`src/core/ndac_pkg.sv`:
```
// Package for the data EEPROM access controller: map, fields and timing
package ndac_pkg;

	// ****************************************************************
	// Data-memory addresses of the block's registers
	// ****************************************************************
	localparam logic [7:0] IND_PORT_ADDR = 8'h02;
	localparam logic [7:0] PTR_ADDR      = 8'h03;
	localparam logic [7:0] BANK_ADDR  = 8'h04;
	localparam logic [7:0] INDEX_ADDR = 8'h2C;
	localparam logic [7:0] VALUE_ADDR = 8'h2D;
	localparam logic [7:0] IRQ_ADDR   = 8'h2E;
	localparam logic [7:0] CTRL_ADDR  = 8'h40;
	localparam logic [1:0] CTRL_BANK  = 2'h1;

	// ****************************************************************
	// Field positions and reset values
	// ****************************************************************
	localparam int FETCH_TRIG_BIT   = 0;
	localparam int FETCH_PERMIT_BIT = 1;
	localparam int STORE_TRIG_BIT   = 2;
	localparam int STORE_PERMIT_BIT = 3;
	localparam int DONE_FLAG_BIT    = 0;
	localparam int DONE_EN_BIT      = 1;
	localparam int MF_FLAG_BIT      = 2;
	localparam int MF_EN_BIT        = 3;
	localparam int INDEX_W          = 6;
	localparam int DEPTH            = 64;
	localparam logic [7:0] BYTE_RST = 8'h00;
	localparam logic [1:0] BANK_RST = 2'h0;

	// ****************************************************************
	// Timing: fetch in system cycles, store in slow timer ticks
	// ****************************************************************
	localparam logic [2:0] FETCH_CYCLES = 3'h2;
	localparam logic [2:0] STORE_TICKS  = 3'h4;

	typedef struct packed {
		logic store_permit;
		logic store_trigger;
		logic fetch_permit;
		logic fetch_trigger;
	} ndac_ctrl_t;

	typedef struct packed {
		logic mf_irq_enable;
		logic mf_irq_flag;
		logic nv_done_irq_enable;
		logic nv_done_flag;
	} ndac_irq_t;

	typedef enum logic [1:0] {
		S_IDLE,
		S_FETCH,
		S_STORE
	} ndac_state_t;

endpackage

```
`src/core/ndac_core.sv`:
```
// Data EEPROM access controller: registers, sequencer, array and events
`timescale 1ns/1ns
`default_nettype none
// Notes on behaviour
// RL1 - Software loads index and byte value before starting a store.
// RL2 - Software sets store permit, then store trigger in the next instruction.
// RL3 - A store trigger without store permit starts no write cycle.
// RL4 - Store length comes from a timer asynchronous to the system clock.
// RL5 - Hardware clears store trigger when the write cycle ends.
// RL6 - Software masks global interrupts around starting a store.
// RL7 - Power-on reset clears store permit.
// RL8 - Power-on reset sets bank select to zero.
// RL9 - Control register is reached only while bank select points at bank one.
// RL10 - Write end sets the done flag and the shared interrupt flag.
// RL11 - Write-done interrupt needs its own enable and the shared enable.
// RL12 - Vector jump needs global, done and shared enables and a free stack.
// RL13 - Servicing clears only the shared flag; done flag waits for software.
// RL14 - No low-power entry until a fetch or store has fully completed.
// RL15 - Control bit 1 is fetch permit, bit 0 fetch trigger, polled to zero.
// RL16 - Control bit 3 is store permit, bit 2 store trigger, polled to zero.
// RL17 - Array of 64 bytes, 6-bit index, one byte per operation.
// RL18 - Fetch trigger without permit does nothing; hardware clears it after.
// RL19 - Fetched byte stays in the value register until the next operation.
// RL20 - Software never sets both triggers, nor all four bits at once.
// RL21 - While busy, new triggers, index and value writes are ignored.
module ndac_core (
	input  wire logic       ref_clk,
	input  wire logic       rst_n,
	input  wire logic       cpu_wr_en,
	input  wire logic       cpu_rd_en,
	input  wire logic [7:0] cpu_addr,
	input  wire logic [7:0] cpu_wdata,
	input  wire logic       global_irq_mask,
	input  wire logic       stack_full,
	input  wire logic       irq_serviced,
	input  wire logic       nv_timer_tick,
	output logic      [7:0] cpu_rdata_q,
	output logic            nv_busy_q,
	output logic            mf_vector_req_q,
	output logic      [1:0] bank_select_q
);

	// ****************************************************************
	// Decode
	// ****************************************************************
	function automatic logic hit(input logic [7:0] a, input logic [7:0] r);
		hit = (a == r);
	endfunction

	ndac_pkg::ndac_ctrl_t  ctrl_q;
	ndac_pkg::ndac_irq_t   irq_q;
	ndac_pkg::ndac_state_t state_q;
	logic [5:0]            nv_byte_index_q;
	logic [7:0]            nv_byte_value_q;
	logic [7:0]            indirect_pointer_one_q;
	logic [2:0]            cnt_q;
	logic                  tick_s1_q;
	logic                  tick_s2_q;
	logic                  tick_s3_q;
	logic [7:0]            mem [ndac_pkg::DEPTH];

	wire logic       bank_one   = (bank_select_q == ndac_pkg::CTRL_BANK);
	wire logic [7:0] eff_addr   = hit(cpu_addr, ndac_pkg::IND_PORT_ADDR) ?
		indirect_pointer_one_q : cpu_addr;
	wire logic       ctrl_sel   = bank_one &&
		hit(eff_addr, ndac_pkg::CTRL_ADDR); // RL9
	wire logic       ctrl_wr    = cpu_wr_en && ctrl_sel;
	wire logic       idle       = (state_q == ndac_pkg::S_IDLE);
	wire logic [3:0] ctrl_bits  = ctrl_q;
	wire logic [3:0] irq_bits   = irq_q;
	wire logic       tick_pulse = tick_s2_q && !tick_s3_q;

	// Triggers act only against the permit already held, so a single
	// instruction setting permit and trigger together starts nothing.
	wire logic start_fetch = ctrl_wr && idle && ctrl_q.fetch_permit &&
		cpu_wdata[ndac_pkg::FETCH_TRIG_BIT]; // RL18
	wire logic start_store = ctrl_wr && idle && ctrl_q.store_permit &&
		cpu_wdata[ndac_pkg::STORE_TRIG_BIT] &&
		!cpu_wdata[ndac_pkg::FETCH_TRIG_BIT]; // RL3
	wire logic fetch_end = (state_q == ndac_pkg::S_FETCH) &&
		(cnt_q == 3'h0);
	wire logic store_end = (state_q == ndac_pkg::S_STORE) && tick_pulse &&
		(cnt_q == 3'h0); // RL4
	wire logic idx_wr  = cpu_wr_en && idle &&
		hit(eff_addr, ndac_pkg::INDEX_ADDR); // RL21
	wire logic val_wr  = cpu_wr_en && idle &&
		hit(eff_addr, ndac_pkg::VALUE_ADDR); // RL21
	wire logic irq_wr  = cpu_wr_en && hit(eff_addr, ndac_pkg::IRQ_ADDR);
	wire logic [7:0] mem_rd = mem[nv_byte_index_q]; // RL17

	wire logic [7:0] rd_mux =
		ctrl_sel ? {4'h0, ctrl_bits} :
		hit(eff_addr, ndac_pkg::INDEX_ADDR) ? {2'h0, nv_byte_index_q} :
		hit(eff_addr, ndac_pkg::VALUE_ADDR) ? nv_byte_value_q :
		hit(eff_addr, ndac_pkg::IRQ_ADDR) ? {4'h0, irq_bits} :
		hit(cpu_addr, ndac_pkg::PTR_ADDR) ? indirect_pointer_one_q :
		hit(cpu_addr, ndac_pkg::BANK_ADDR) ? {6'h00, bank_select_q} :
		8'h00;

	wire logic vector_d = irq_q.mf_irq_flag && irq_q.mf_irq_enable &&
		irq_q.nv_done_irq_enable && global_irq_mask && !stack_full; // RL12

	// ****************************************************************
	// Slow timer tick synchroniser
	// ****************************************************************
	always_ff @(posedge ref_clk or negedge rst_n) begin
		if (!rst_n) begin
			tick_s1_q <= 1'b0;
			tick_s2_q <= 1'b0;
			tick_s3_q <= 1'b0;
		end else begin
			tick_s1_q <= nv_timer_tick;
			tick_s2_q <= tick_s1_q;
			tick_s3_q <= tick_s2_q;
		end
	end

	// ****************************************************************
	// Pointer, bank, index and value registers
	// ****************************************************************
	always_ff @(posedge ref_clk or negedge rst_n) begin
		if (!rst_n) begin
			bank_select_q          <= ndac_pkg::BANK_RST; // RL8
			indirect_pointer_one_q <= ndac_pkg::BYTE_RST;
			nv_byte_index_q        <= 6'h00;
			nv_byte_value_q        <= ndac_pkg::BYTE_RST;
		end else begin
			if (cpu_wr_en && hit(cpu_addr, ndac_pkg::BANK_ADDR))
				bank_select_q <= cpu_wdata[1:0];
			if (cpu_wr_en && hit(cpu_addr, ndac_pkg::PTR_ADDR))
				indirect_pointer_one_q <= cpu_wdata;
			if (idx_wr)
				nv_byte_index_q <= cpu_wdata[5:0];
			if (fetch_end)
				nv_byte_value_q <= mem_rd; // RL19
			else if (val_wr)
				nv_byte_value_q <= cpu_wdata;
		end
	end

	// ****************************************************************
	// Sequencer and control register
	// ****************************************************************
	always_ff @(posedge ref_clk or negedge rst_n) begin
		if (!rst_n) begin
			state_q <= ndac_pkg::S_IDLE;
			ctrl_q  <= '0; // RL7
			cnt_q   <= 3'h0;
		end else begin
			if (ctrl_wr) begin
				ctrl_q.store_permit <= cpu_wdata[ndac_pkg::STORE_PERMIT_BIT];
				ctrl_q.fetch_permit <= cpu_wdata[ndac_pkg::FETCH_PERMIT_BIT];
			end
			unique case (state_q)
				ndac_pkg::S_IDLE: begin
					if (start_fetch) begin
						state_q              <= ndac_pkg::S_FETCH;
						ctrl_q.fetch_trigger <= 1'b1; // RL15
						cnt_q                <= ndac_pkg::FETCH_CYCLES - 3'h1;
					end else if (start_store) begin
						state_q              <= ndac_pkg::S_STORE;
						ctrl_q.store_trigger <= 1'b1; // RL16
						cnt_q                <= ndac_pkg::STORE_TICKS - 3'h1;
					end
				end
				ndac_pkg::S_FETCH: begin
					if (fetch_end) begin
						state_q              <= ndac_pkg::S_IDLE;
						ctrl_q.fetch_trigger <= 1'b0; // RL18
					end else
						cnt_q <= cnt_q - 3'h1;
				end
				ndac_pkg::S_STORE: begin
					if (store_end) begin
						state_q              <= ndac_pkg::S_IDLE;
						ctrl_q.store_trigger <= 1'b0; // RL5
					end else if (tick_pulse)
						cnt_q <= cnt_q - 3'h1;
				end
			endcase
		end
	end

	// Array is nonvolatile: no reset, one byte per completed store
	always_ff @(posedge ref_clk) begin
		if (store_end)
			mem[nv_byte_index_q] <= nv_byte_value_q; // RL17
	end

	// ****************************************************************
	// Events, interrupt request and outputs
	// ****************************************************************
	always_ff @(posedge ref_clk or negedge rst_n) begin
		if (!rst_n) begin
			irq_q           <= '0;
			mf_vector_req_q <= 1'b0;
			nv_busy_q       <= 1'b0;
			cpu_rdata_q     <= ndac_pkg::BYTE_RST;
		end else begin
			if (irq_wr) begin
				irq_q.nv_done_irq_enable <= cpu_wdata[ndac_pkg::DONE_EN_BIT];
				irq_q.mf_irq_enable      <= cpu_wdata[ndac_pkg::MF_EN_BIT];
			end
			// A completing store beats a clear in the same cycle
			if (store_end)
				irq_q.nv_done_flag <= 1'b1; // RL10
			else if (irq_wr)
				irq_q.nv_done_flag <= cpu_wdata[ndac_pkg::DONE_FLAG_BIT];
			if (store_end)
				irq_q.mf_irq_flag <= 1'b1; // RL10
			else if (irq_serviced || irq_wr)
				irq_q.mf_irq_flag <= !irq_serviced &&
					cpu_wdata[ndac_pkg::MF_FLAG_BIT]; // RL13
			mf_vector_req_q <= vector_d && !irq_serviced; // RL11
			// Busy guards low-power entry; the core must wait on it
			nv_busy_q <= !(idle || fetch_end || store_end) ||
				start_fetch || start_store; // RL14
			if (cpu_rd_en)
				cpu_rdata_q <= rd_mux;
		end
	end

	// ****************************************************************
	// Checks
	// ****************************************************************
	chk_store_permit_gate: assert property (@(posedge ref_clk) // RL3
		disable iff (!rst_n) $rose(state_q == ndac_pkg::S_STORE) |->
		$past(ctrl_q.store_permit))
		else $error("store began without permit");

	chk_fetch_two_cycles: assert property (@(posedge ref_clk) // RL18
		disable iff (!rst_n) start_fetch |=>
		ctrl_q.fetch_trigger [*2] ##1 !ctrl_q.fetch_trigger)
		else $error("fetch length or trigger clear wrong");

	chk_store_end_flags: assert property (@(posedge ref_clk) // RL5
		disable iff (!rst_n) store_end |=>
		!ctrl_q.store_trigger && irq_q.nv_done_flag && irq_q.mf_irq_flag)
		else $error("store end did not clear trigger or set flags");

	chk_fetch_value: assert property (@(posedge ref_clk) // RL19
		disable iff (!rst_n) fetch_end |=> nv_byte_value_q == $past(mem_rd))
		else $error("fetched byte not loaded");

	chk_busy_index_hold: assert property (@(posedge ref_clk) // RL21
		disable iff (!rst_n) !idle |=>
		$stable(nv_byte_index_q) &&
		($stable(nv_byte_value_q) || $past(fetch_end)))
		else $error("index or value moved while busy");

	chk_vector_gate: assert property (@(posedge ref_clk) // RL12
		disable iff (!rst_n) mf_vector_req_q |->
		$past(global_irq_mask && !stack_full && irq_q.mf_irq_enable &&
		irq_q.nv_done_irq_enable))
		else $error("vector request without enables");

	chk_bank_zero_ctrl: assert property (@(posedge ref_clk) // RL9
		disable iff (!rst_n) cpu_wr_en && !bank_one && idle |=>
		$stable(ctrl_q))
		else $error("control changed from bank zero");

	chk_done_sticky: assert property (@(posedge ref_clk) // RL13
		disable iff (!rst_n) irq_q.nv_done_flag && !irq_wr |=>
		irq_q.nv_done_flag)
		else $error("done flag dropped without software");

	chk_busy_on_store: assert property (@(posedge ref_clk) // RL14
		disable iff (!rst_n) start_store |=> nv_busy_q)
		else $error("busy not raised on store");

endmodule
`default_nettype wire

```
`config.mk`:
```
export PLATFORM = sky130hd
export DESIGN_NAME = ndac_core
export DESIGN_NICKNAME = d
export VERILOG_FILES = /design/src/core/ndac_pkg.sv /design/src/core/ndac_core.sv
export SDC_FILE = /design/constraint.sdc
export NUM_CORES = 1
export LEC_CHECK = 0
export ABC_AREA = 1
export BUFFER_PORTS_ARGS = -buffer_cell sky130_fd_sc_hd__buf_2
export CORE_AREA = 2 2 195 197
export DETAILED_ROUTE_END_ITERATION = 10
export DIE_AREA = 0 0 197 199
export PLACE_DENSITY_LB_ADDON = 0.12
export SLEW_MARGIN = 20
export SYNTH_ARGS = -nofsm -noshare
export SYNTH_HDL_FRONTEND = slang
export SYNTH_SLANG_ARGS = --single-unit
```
`constraint.sdc`:
```
create_clock -name ref_clk -period 2.46 [get_ports ref_clk]
set_input_delay 0.492 -clock ref_clk [delete_from_list [all_inputs] [get_ports ref_clk]]
set_output_delay 0.492 -clock ref_clk [all_outputs]
set_load 0.01 [all_outputs]
```
==> impl_metrics.toml, run 1 <==
[worst_setup_path]
required_ns = 2.96
crit_path_end_kind = "flop"
path_delay_family = "simple AND/OR/NAND/NOR gates"
critPathBufInv = 3
critPathKind = "flop to flop"
worst_setup_path_start_kind = "flop"
crit_fanout = 20
crit_top_cell = "nand2_1"
cp.arrival_ns = 2.87
reg2reg_to = "nv_byte_value_q[2]"
critPathMaxStageDelay_ns = 0.44
slowest_stage = "dfrtp_1"
path_cells = "buf_4, nand3_1, inv_2, buf_4, a22oi_1, nand3_1, nand2_1, nand2_1, nor2_1, nand3b_1, nand2_1, nand2_1"
r2r_start = "nv_byte_index_q[1]"
reg2regPathDepth = 12
r2r_slack_ns = 0.09

[grt]
grtUsageTotal_pct = 31.8
use_met2_pct = 51.7
top_usage_layer = "met2"
grt_pass1_vias = 15100
grt_remaining_overflow = 0
grt_max_degree = 56
use_met1_pct = 44.4
grt_pass1_wl_um = 91200
grt_util_met3_pct = 5.12
antenna_found_initial = 0

[finish]
num_antenna_cells = 0
mostFrequentLayoutCells = "edfxtp_1 (512), nand2_1 (502), inv_1 (183)"
final_layout_size_suffix_gt1_share_pct = 15.1
nets = 2079
fin_util_pct = 70.9
syn_to_final_growth_pct = 16.2
final_common_cell = "edfxtp_1"

[detailed_routing]
drc = 0
via_count = 15500
routed_wl_um = 60500
wl_per_cell_um = 23.5
vias_per_cell = 6.01
drt_iter0_drc = 1695
firstDrtPassIters = 5
antenna_left = 0

[sta]
fmax_mhz = 421
hold_viol = 0
drv_slew = 0
fin_worst_skew_ns = 0.0201
rsz0062_at_grt = "false"
setup_violations = 0
worst_slew_pin_slew_ns = 0.892
holdWs_ns = 0.0464
fin_crit_ns = 2.37
slew_headroom_pct = 39.9
timing.final.crit_share_pct = 96.5

[worst_hold_path]
hold_class = "input port to flop"
min_delay_path_depth = 2
hold_end = "mf_vector_req_q"
hp-start = "stack_full"

[synth]
synthFlopType = "edfxtp_1"
synth_top_family_by_area = "simple AND/OR/NAND/NOR gates"
syn_nets = 1911
synth_seq_cells = 562
yosysSeqAreaShare_pct = 73.4
synth-edff-count = 512
synth_mux_area_share_pct = 0
synth_compound_area_share_pct = 6.60
yosysTopAreaCellShare_pct = 67.9
ys_top_cells_by_area = "edfxtp_1 (68%), nand2_1 (8.3%), dfrtp_1 (5.5%)"
synthCells = 1882
synthAdderAreaFrac_pct = 0.276
synth_area_um2 = 22600
ys_types = 39
yosys_warnings = 0
synthArstFlopShare_pct = 8.90
synthSimpleGateAreaFrac_pct = 15.0
synthXorXnorAreaFrac_pct = 0
avgSynthCellArea_um2 = 12.0
netlist.top_cell.by_area = "edfxtp_1"

[floorplanning]
io_pins = 36
fp.dieW_um = 197
die-area_um2 = 39200
die_h_um = 199
initial_core_util_pct = 61.0
coreArea_um2 = 37100
rows = 71

[power_and_ir_drop]
p_int_mw = 16.0
p_clk_share_pct = 43.8
p_total_mw = 20.3
power.density_nw_per_um2 = 772
p_comb_share_pct = 4.2
peakVddDrop_mv = 0.656
p_leak_nw = 9.97
p_seq_share_pct = 51.9
switching_share_pct = 21.2
power.net_switching_mw = 4.30

[placed_design]
gp_congestion = 0.895
dp_hpwl_um = 39000
port_buffers = 35

[clock_tree]
cts.path.max_buffers = 3
root_buffer = "clkbuf_16"
numClockSinks = 562
cts_max_level = 2
cts_tree = "yes"
clock_latency_ns = 0.61
cts_made_buffers = 55
post_cts_buffers = 0
path_clk_slew_ns = 0.06

[flow_run]
drv_cap = 0

[run_status]
status = "complete, no violations"
-- worst reg2reg max path: stages, from the launching register on --
cell and delay, ns:
dfrtp_1 0.44, buf_4 0.20, nand3_1 0.17, inv_2 0.08, buf_4 0.24, a22oi_1 0.26
nand3_1 0.11, nand2_1 0.10, nand2_1 0.14, nor2_1 0.27, nand3b_1 0.13, nand2_1 0.08
nand2_1 0.06
-- stage by stage --
step,worst slack (ns),TNS (ns),instance area (µm²),instances
after global routing,0.000556,0,26300,2571
after global placement,-0.252,-0.252,24400,2465
after detailed placement,-0.162,-0.162,24400,2465
after floorplan,0.289,0,22600,1882
final,0.0855,0,26300,2571
after CTS,0.0164,0,26300,2571
-- state kept, by name, indices dropped and copies added, names as in the netlist, 2 cells and up --
register,cells
ctrl_bits,4
cnt_q,3
nv_byte_index_q,6
state_q,2
mem,512
nv_byte_value_q,8
bank_select_q,2
irq_bits,4
cpu_rdata_q,8
indirect_pointer_one_q,8
-- cell type report --
| type | instances | area, µm² |
|---|---|---|
| clock buffers | 66 | 1460 |
| clock inverters | 38 | 458 |
| fillers | 2545 | 10800 |
| inverters | 196 | 736 |
| multi-input cells | 1056 | 4980 |
| flip-flops and latches | 562 | 16600 |
| well taps | 474 | 593 |
| repair buffers | 179 | 1450 |
-- cell usage after synthesis, types with 7 or more instances --
library cell	instances
nor3_1	7
inv_1	183
nand4_1	72
o21ai_0	109
dfrtp_1	50
nor2_1	140
nand3_1	51
o22ai_1	11
inv_2	11
edfxtp_1	512
a21oi_1	40
a22oi_1	67
nand2_1	502
clkbuf_1	33
buf_2	27
o2111ai_1	7
-- how the worst max path moves through the flow --
stage | start | endpoint | slack, ns | depth (start not counted)
after floorplan | nv_byte_index_q[2] | mem[24][0] | 0.29 | 7
after global placement | cpu_addr[1] | nv_byte_value_q[3] | -0.25 | 14
after detailed placement | cpu_addr[1] | nv_byte_value_q[3] | -0.16 | 14
after CTS | nv_byte_index_q[2] | nv_byte_value_q[6] | 0.02 | 13
after global routing | nv_byte_index_q[1] | nv_byte_value_q[7] | 0.0006 | 12
final | nv_byte_index_q[1] | nv_byte_value_q[2] | 0.09 | 12
-- what timing repair did --
item                                   CTS  global route
endpoints found under the hold margin   26             0
setup endpoints to repair                0             5
resized for setup                        0             7
hold buffers                             2             0
-- power groups by stage --
stage                     Combinational (mW)  Sequential [mW]  Clock (mW)
final                                  0.863             10.6        8.90
after global routing                   0.932             10.6        9.32
after CTS                              0.847             10.5        8.97
after detailed placement               0.838             10.7           0
after global placement                 0.821             10.7           0
after floorplan                        0.414             10.7           0
-- layer usage --
layer  share of wire [%]  up-vias
li1                    -     6902
met1                  40     7566
met2                  47      866
met3                  10      127
met4                 2.9        0
met5                   0        -
-- logic make-up after synthesis --
family	count (synthesis)
fa+ha+maj	5
buf+inv	264
flops	562
simple gates	802
compound gates	249
(Power assumes the default switching activity.)
==> run 2: changes to the inputs <==
--- a/config.mk
+++ b/config.mk
@@ -5,11 +5,10 @@
 export SDC_FILE = /design/constraint.sdc
 export NUM_CORES = 1
 export LEC_CHECK = 0
-export ABC_AREA = 1
 export BUFFER_PORTS_ARGS = -buffer_cell sky130_fd_sc_hd__buf_2
-export CORE_AREA = 2 2 195 197
+export CORE_AREA = 2 2 194 196
 export DETAILED_ROUTE_END_ITERATION = 10
-export DIE_AREA = 0 0 197 199
+export DIE_AREA = 0 0 196 198
 export PLACE_DENSITY_LB_ADDON = 0.12
 export SLEW_MARGIN = 20
 export SYNTH_ARGS = -nofsm -noshare
==> run 2 against run 1 <==
The run now ends with negative setup slack left. Register-to-register slack worse by 0.18 ns. Worst setup slack worse by 0.18 ns. Clock power down 5.3%. Sequential share of layout area down 3.6 points. Synthesized area up 1.4%. Largest power group unchanged.
==> impl_metrics.toml, run 2 <==
[run_status]
status = "complete, but fails checks"
violations = "negative setup slack"

[synth]
synth-edff-count = 512
synth_area_um2 = 23000
avgSynthCellArea_um2 = 16.3
ys_top_cells_by_area = "edfxtp_1 (67%), dfrtp_1 (5.5%), mux4_2 (4.1%)"
yosysTopAreaCellShare_pct = 67.0
yosys_warnings = 0
synthFlopType = "edfxtp_1"
yosysSeqAreaShare_pct = 72.4
synthArstFlopShare_pct = 8.90
ys_top_cells_by_count = "edfxtp_1 (512), nor2_1 (100), mux2_2 (72)"
netlist.top_cell.by_area = "edfxtp_1"
synth.most_common_cell = "edfxtp_1"
ys_types = 76
synthCells = 1407
synth_seq_cells = 562
syn_nets = 1436

[floorplanning]
die-area_um2 = 38800
initial_core_util_pct = 62.1
fp.dieW_um = 196
coreArea_um2 = 37000
io_pins = 36
rows = 71
die_h_um = 198

[placed_design]
gp_congestion = 0.900
dp_hpwl_um = 42300
dp.cells = 2097
port_buffers = 35

[worst_setup_path]
crit_fanout = 17
reg2regPathDepth = 10
critPathKind = "flop to flop"
crit_path_end_kind = "flop"
r2r_slack_ns = -0.09
r2r_start = "nv_byte_index_q[1]"
required_ns = 2.94
cp.arrival_ns = 3.03
worst_setup_path_start_kind = "flop"
reg2reg_to = "nv_byte_value_q[0]"

[power_and_ir_drop]
switching_share_pct = 21.4
power.density_nw_per_um2 = 724
p_int_mw = 15.9
p_leak_nw = 9.61
p_clk_share_pct = 41.7
p_comb_share_pct = 6.2
peakVddDrop_mv = 0.651
power.net_switching_mw = 4.33
p_seq_share_pct = 52.1

[detailed_routing]
firstDrtPassIters = 5
via_count = 14800
drc = 0
wl_per_cell_um = 29.1
routed_wl_um = 64300
drt_iter0_drc = 1715
antenna_left = 0
vias_per_cell = 6.70

[sta]
holdWs_ns = 0.114
fin_crit_ns = 2.55
worst_slack_ns = -0.0916
drv_slew = 0
fmax_mhz = 392
rsz0062_at_grt = "true"
fin_worst_skew_ns = 0.0138
worst_slew_pin_slew_ns = 0.842
slew_headroom_pct = 43.9
hold_viol = 0
setup_violations = 5
timing.final.crit_share_pct = 104

[worst_hold_path]
hp-start = "irq_serviced"
hold_end = "irq_bits[2]"
min_delay_path_depth = 2
hold_class = "input port to flop"

[grt]
grt_pass1_vias = 14600
antenna_found_initial = 1
grtUsageTotal_pct = 33.7
grt_pass1_wl_um = 94400
grt_remaining_overflow = 0
grt_max_degree = 66

[clock_tree]
cts_max_level = 2
path_clk_slew_ns = 0.06
cts_made_buffers = 54
cts.path.max_buffers = 3
cts_tree = "yes"
root_buffer = "clkbuf_16"
numClockSinks = 562
clock_latency_ns = 0.60

[finish]
mostFrequentLayoutCells = "edfxtp_1 (512), buf_4 (240), nor2_1 (85)"
final_cells = 2205
multi_input_area_um2 = 6170
num_antenna_cells = 0
fin_util_pct = 75.6
final_layout_size_suffix_gt1_share_pct = 33.7
largest_register_ffs = 512
regMostFlops = "mem"
syn_to_final_growth_pct = 21.7
nets = 1717
nFillCells = 2180
register_area_um2 = 16600
final_common_cell = "edfxtp_1"

[flow_run]
drv_cap = 0
==> run 2: cell types whose count changed after synthesis, sizes merged, moves of 39 or more <==
cell    change
nand2     -444
mux4       +42
a22oi      -40
a221oi     +39
o21ai      -83
mux2i      +65
inv       -183
nor2       -43
nand4      -72
mux2       +72
==> run 2: area by class of cell <==
class                      count  area share, %
clock buffer                  63           5.04
tap                          474           2.12
inverter                      13          0.175
clock inverter                36           1.38
multi-input combinational    744           22.1
sequential                   562           59.6
timing repair buffer         313           9.57
==> run 2: worst max path at each step <==
| stage | startpoint | to | slack, ns | cells past startpoint |
|---|---|---|---|---|
| after CTS | nv_byte_index_q[2] | nv_byte_value_q[5] | 0.004 | 9 |
| final | nv_byte_index_q[1] | nv_byte_value_q[0] | -0.09 | 10 |
| after floorplan | nv_byte_index_q[2] | mem[3][0] | -0.1 | 9 |
| after global routing | nv_byte_index_q[1] | nv_byte_value_q[0] | -0.11 | 10 |
| after global placement | cpu_addr[7] | cpu_rdata_q[2] | -0.17 | 7 |
| after detailed placement | cpu_addr[7] | cpu_rdata_q[3] | -0.22 | 7 |
==> run 2: layer usage <==
metal,global-route usage [%],vias up,routed length [µm]
met2,53.6,931,30200
met5,0,-,16
li1,-,6228,-
met4,14.5,2,2720
met3,6.92,184,6810
met1,46.1,7422,24500
==> run 2: logic make-up after synthesis <==
group                    count (synthesis)  synth area share, %
AO/OA/AOI/OAI                          283                 9.11
adder cells (fa/ha/maj)                  5                0.273
buffers and inverters                  101                 1.83
flip-flops                             562                 72.4
multiplexers                           179                 10.5
AND/OR/NAND/NOR                        277                 5.87
==> run 2: through the flow <==
stage	power (mW)	setup TNS [ns]	area, µm²	worst slack (ns)
floorplan	11.3	-30.99	23000	-0.0950
global placement	11.9	-6.41	25800	-0.174
detailed placement	11.9	-9.35	25800	-0.219
CTS	20.2	0	27800	0.00450
global route	20.7	-0.421	27900	-0.106
finish	20.2	-0.194	27900	-0.0916
==> run 2: critical path, stage by stage (launching register included) <==
cell,delay (ns)
dfrtp_4,0.55
buf_6,0.20
buf_12,0.18
nor2b_1,0.19
buf_4,0.20
a22oi_1,0.13
a32oi_2,0.26
o22ai_1,0.15
buf_4,0.17
nor4_2,0.28
o21ai_1,0.10
==> run 2: power by group through the flow <==
stage / Combinational, mW / Clock [mW] / Sequential [mW]
after CTS: 1.22 / 8.48 / 10.5
after global routing: 1.31 / 8.84 / 10.5
after global placement: 1.16 / 0 / 10.7
after floorplan: 0.558 / 0 / 10.7
final: 1.26 / 8.43 / 10.5
after detailed placement: 1.18 / 0 / 10.7
==> run 2: repair_timing <==
action | CTS | global route
endpoints found under the hold margin | 21 | 0
resized for setup | 27 | 25
pin swaps | 2 | 4
buffers inserted | 5 | 2
endpoints found under the setup margin | 96 | 267
hold buffers | 2 | 0
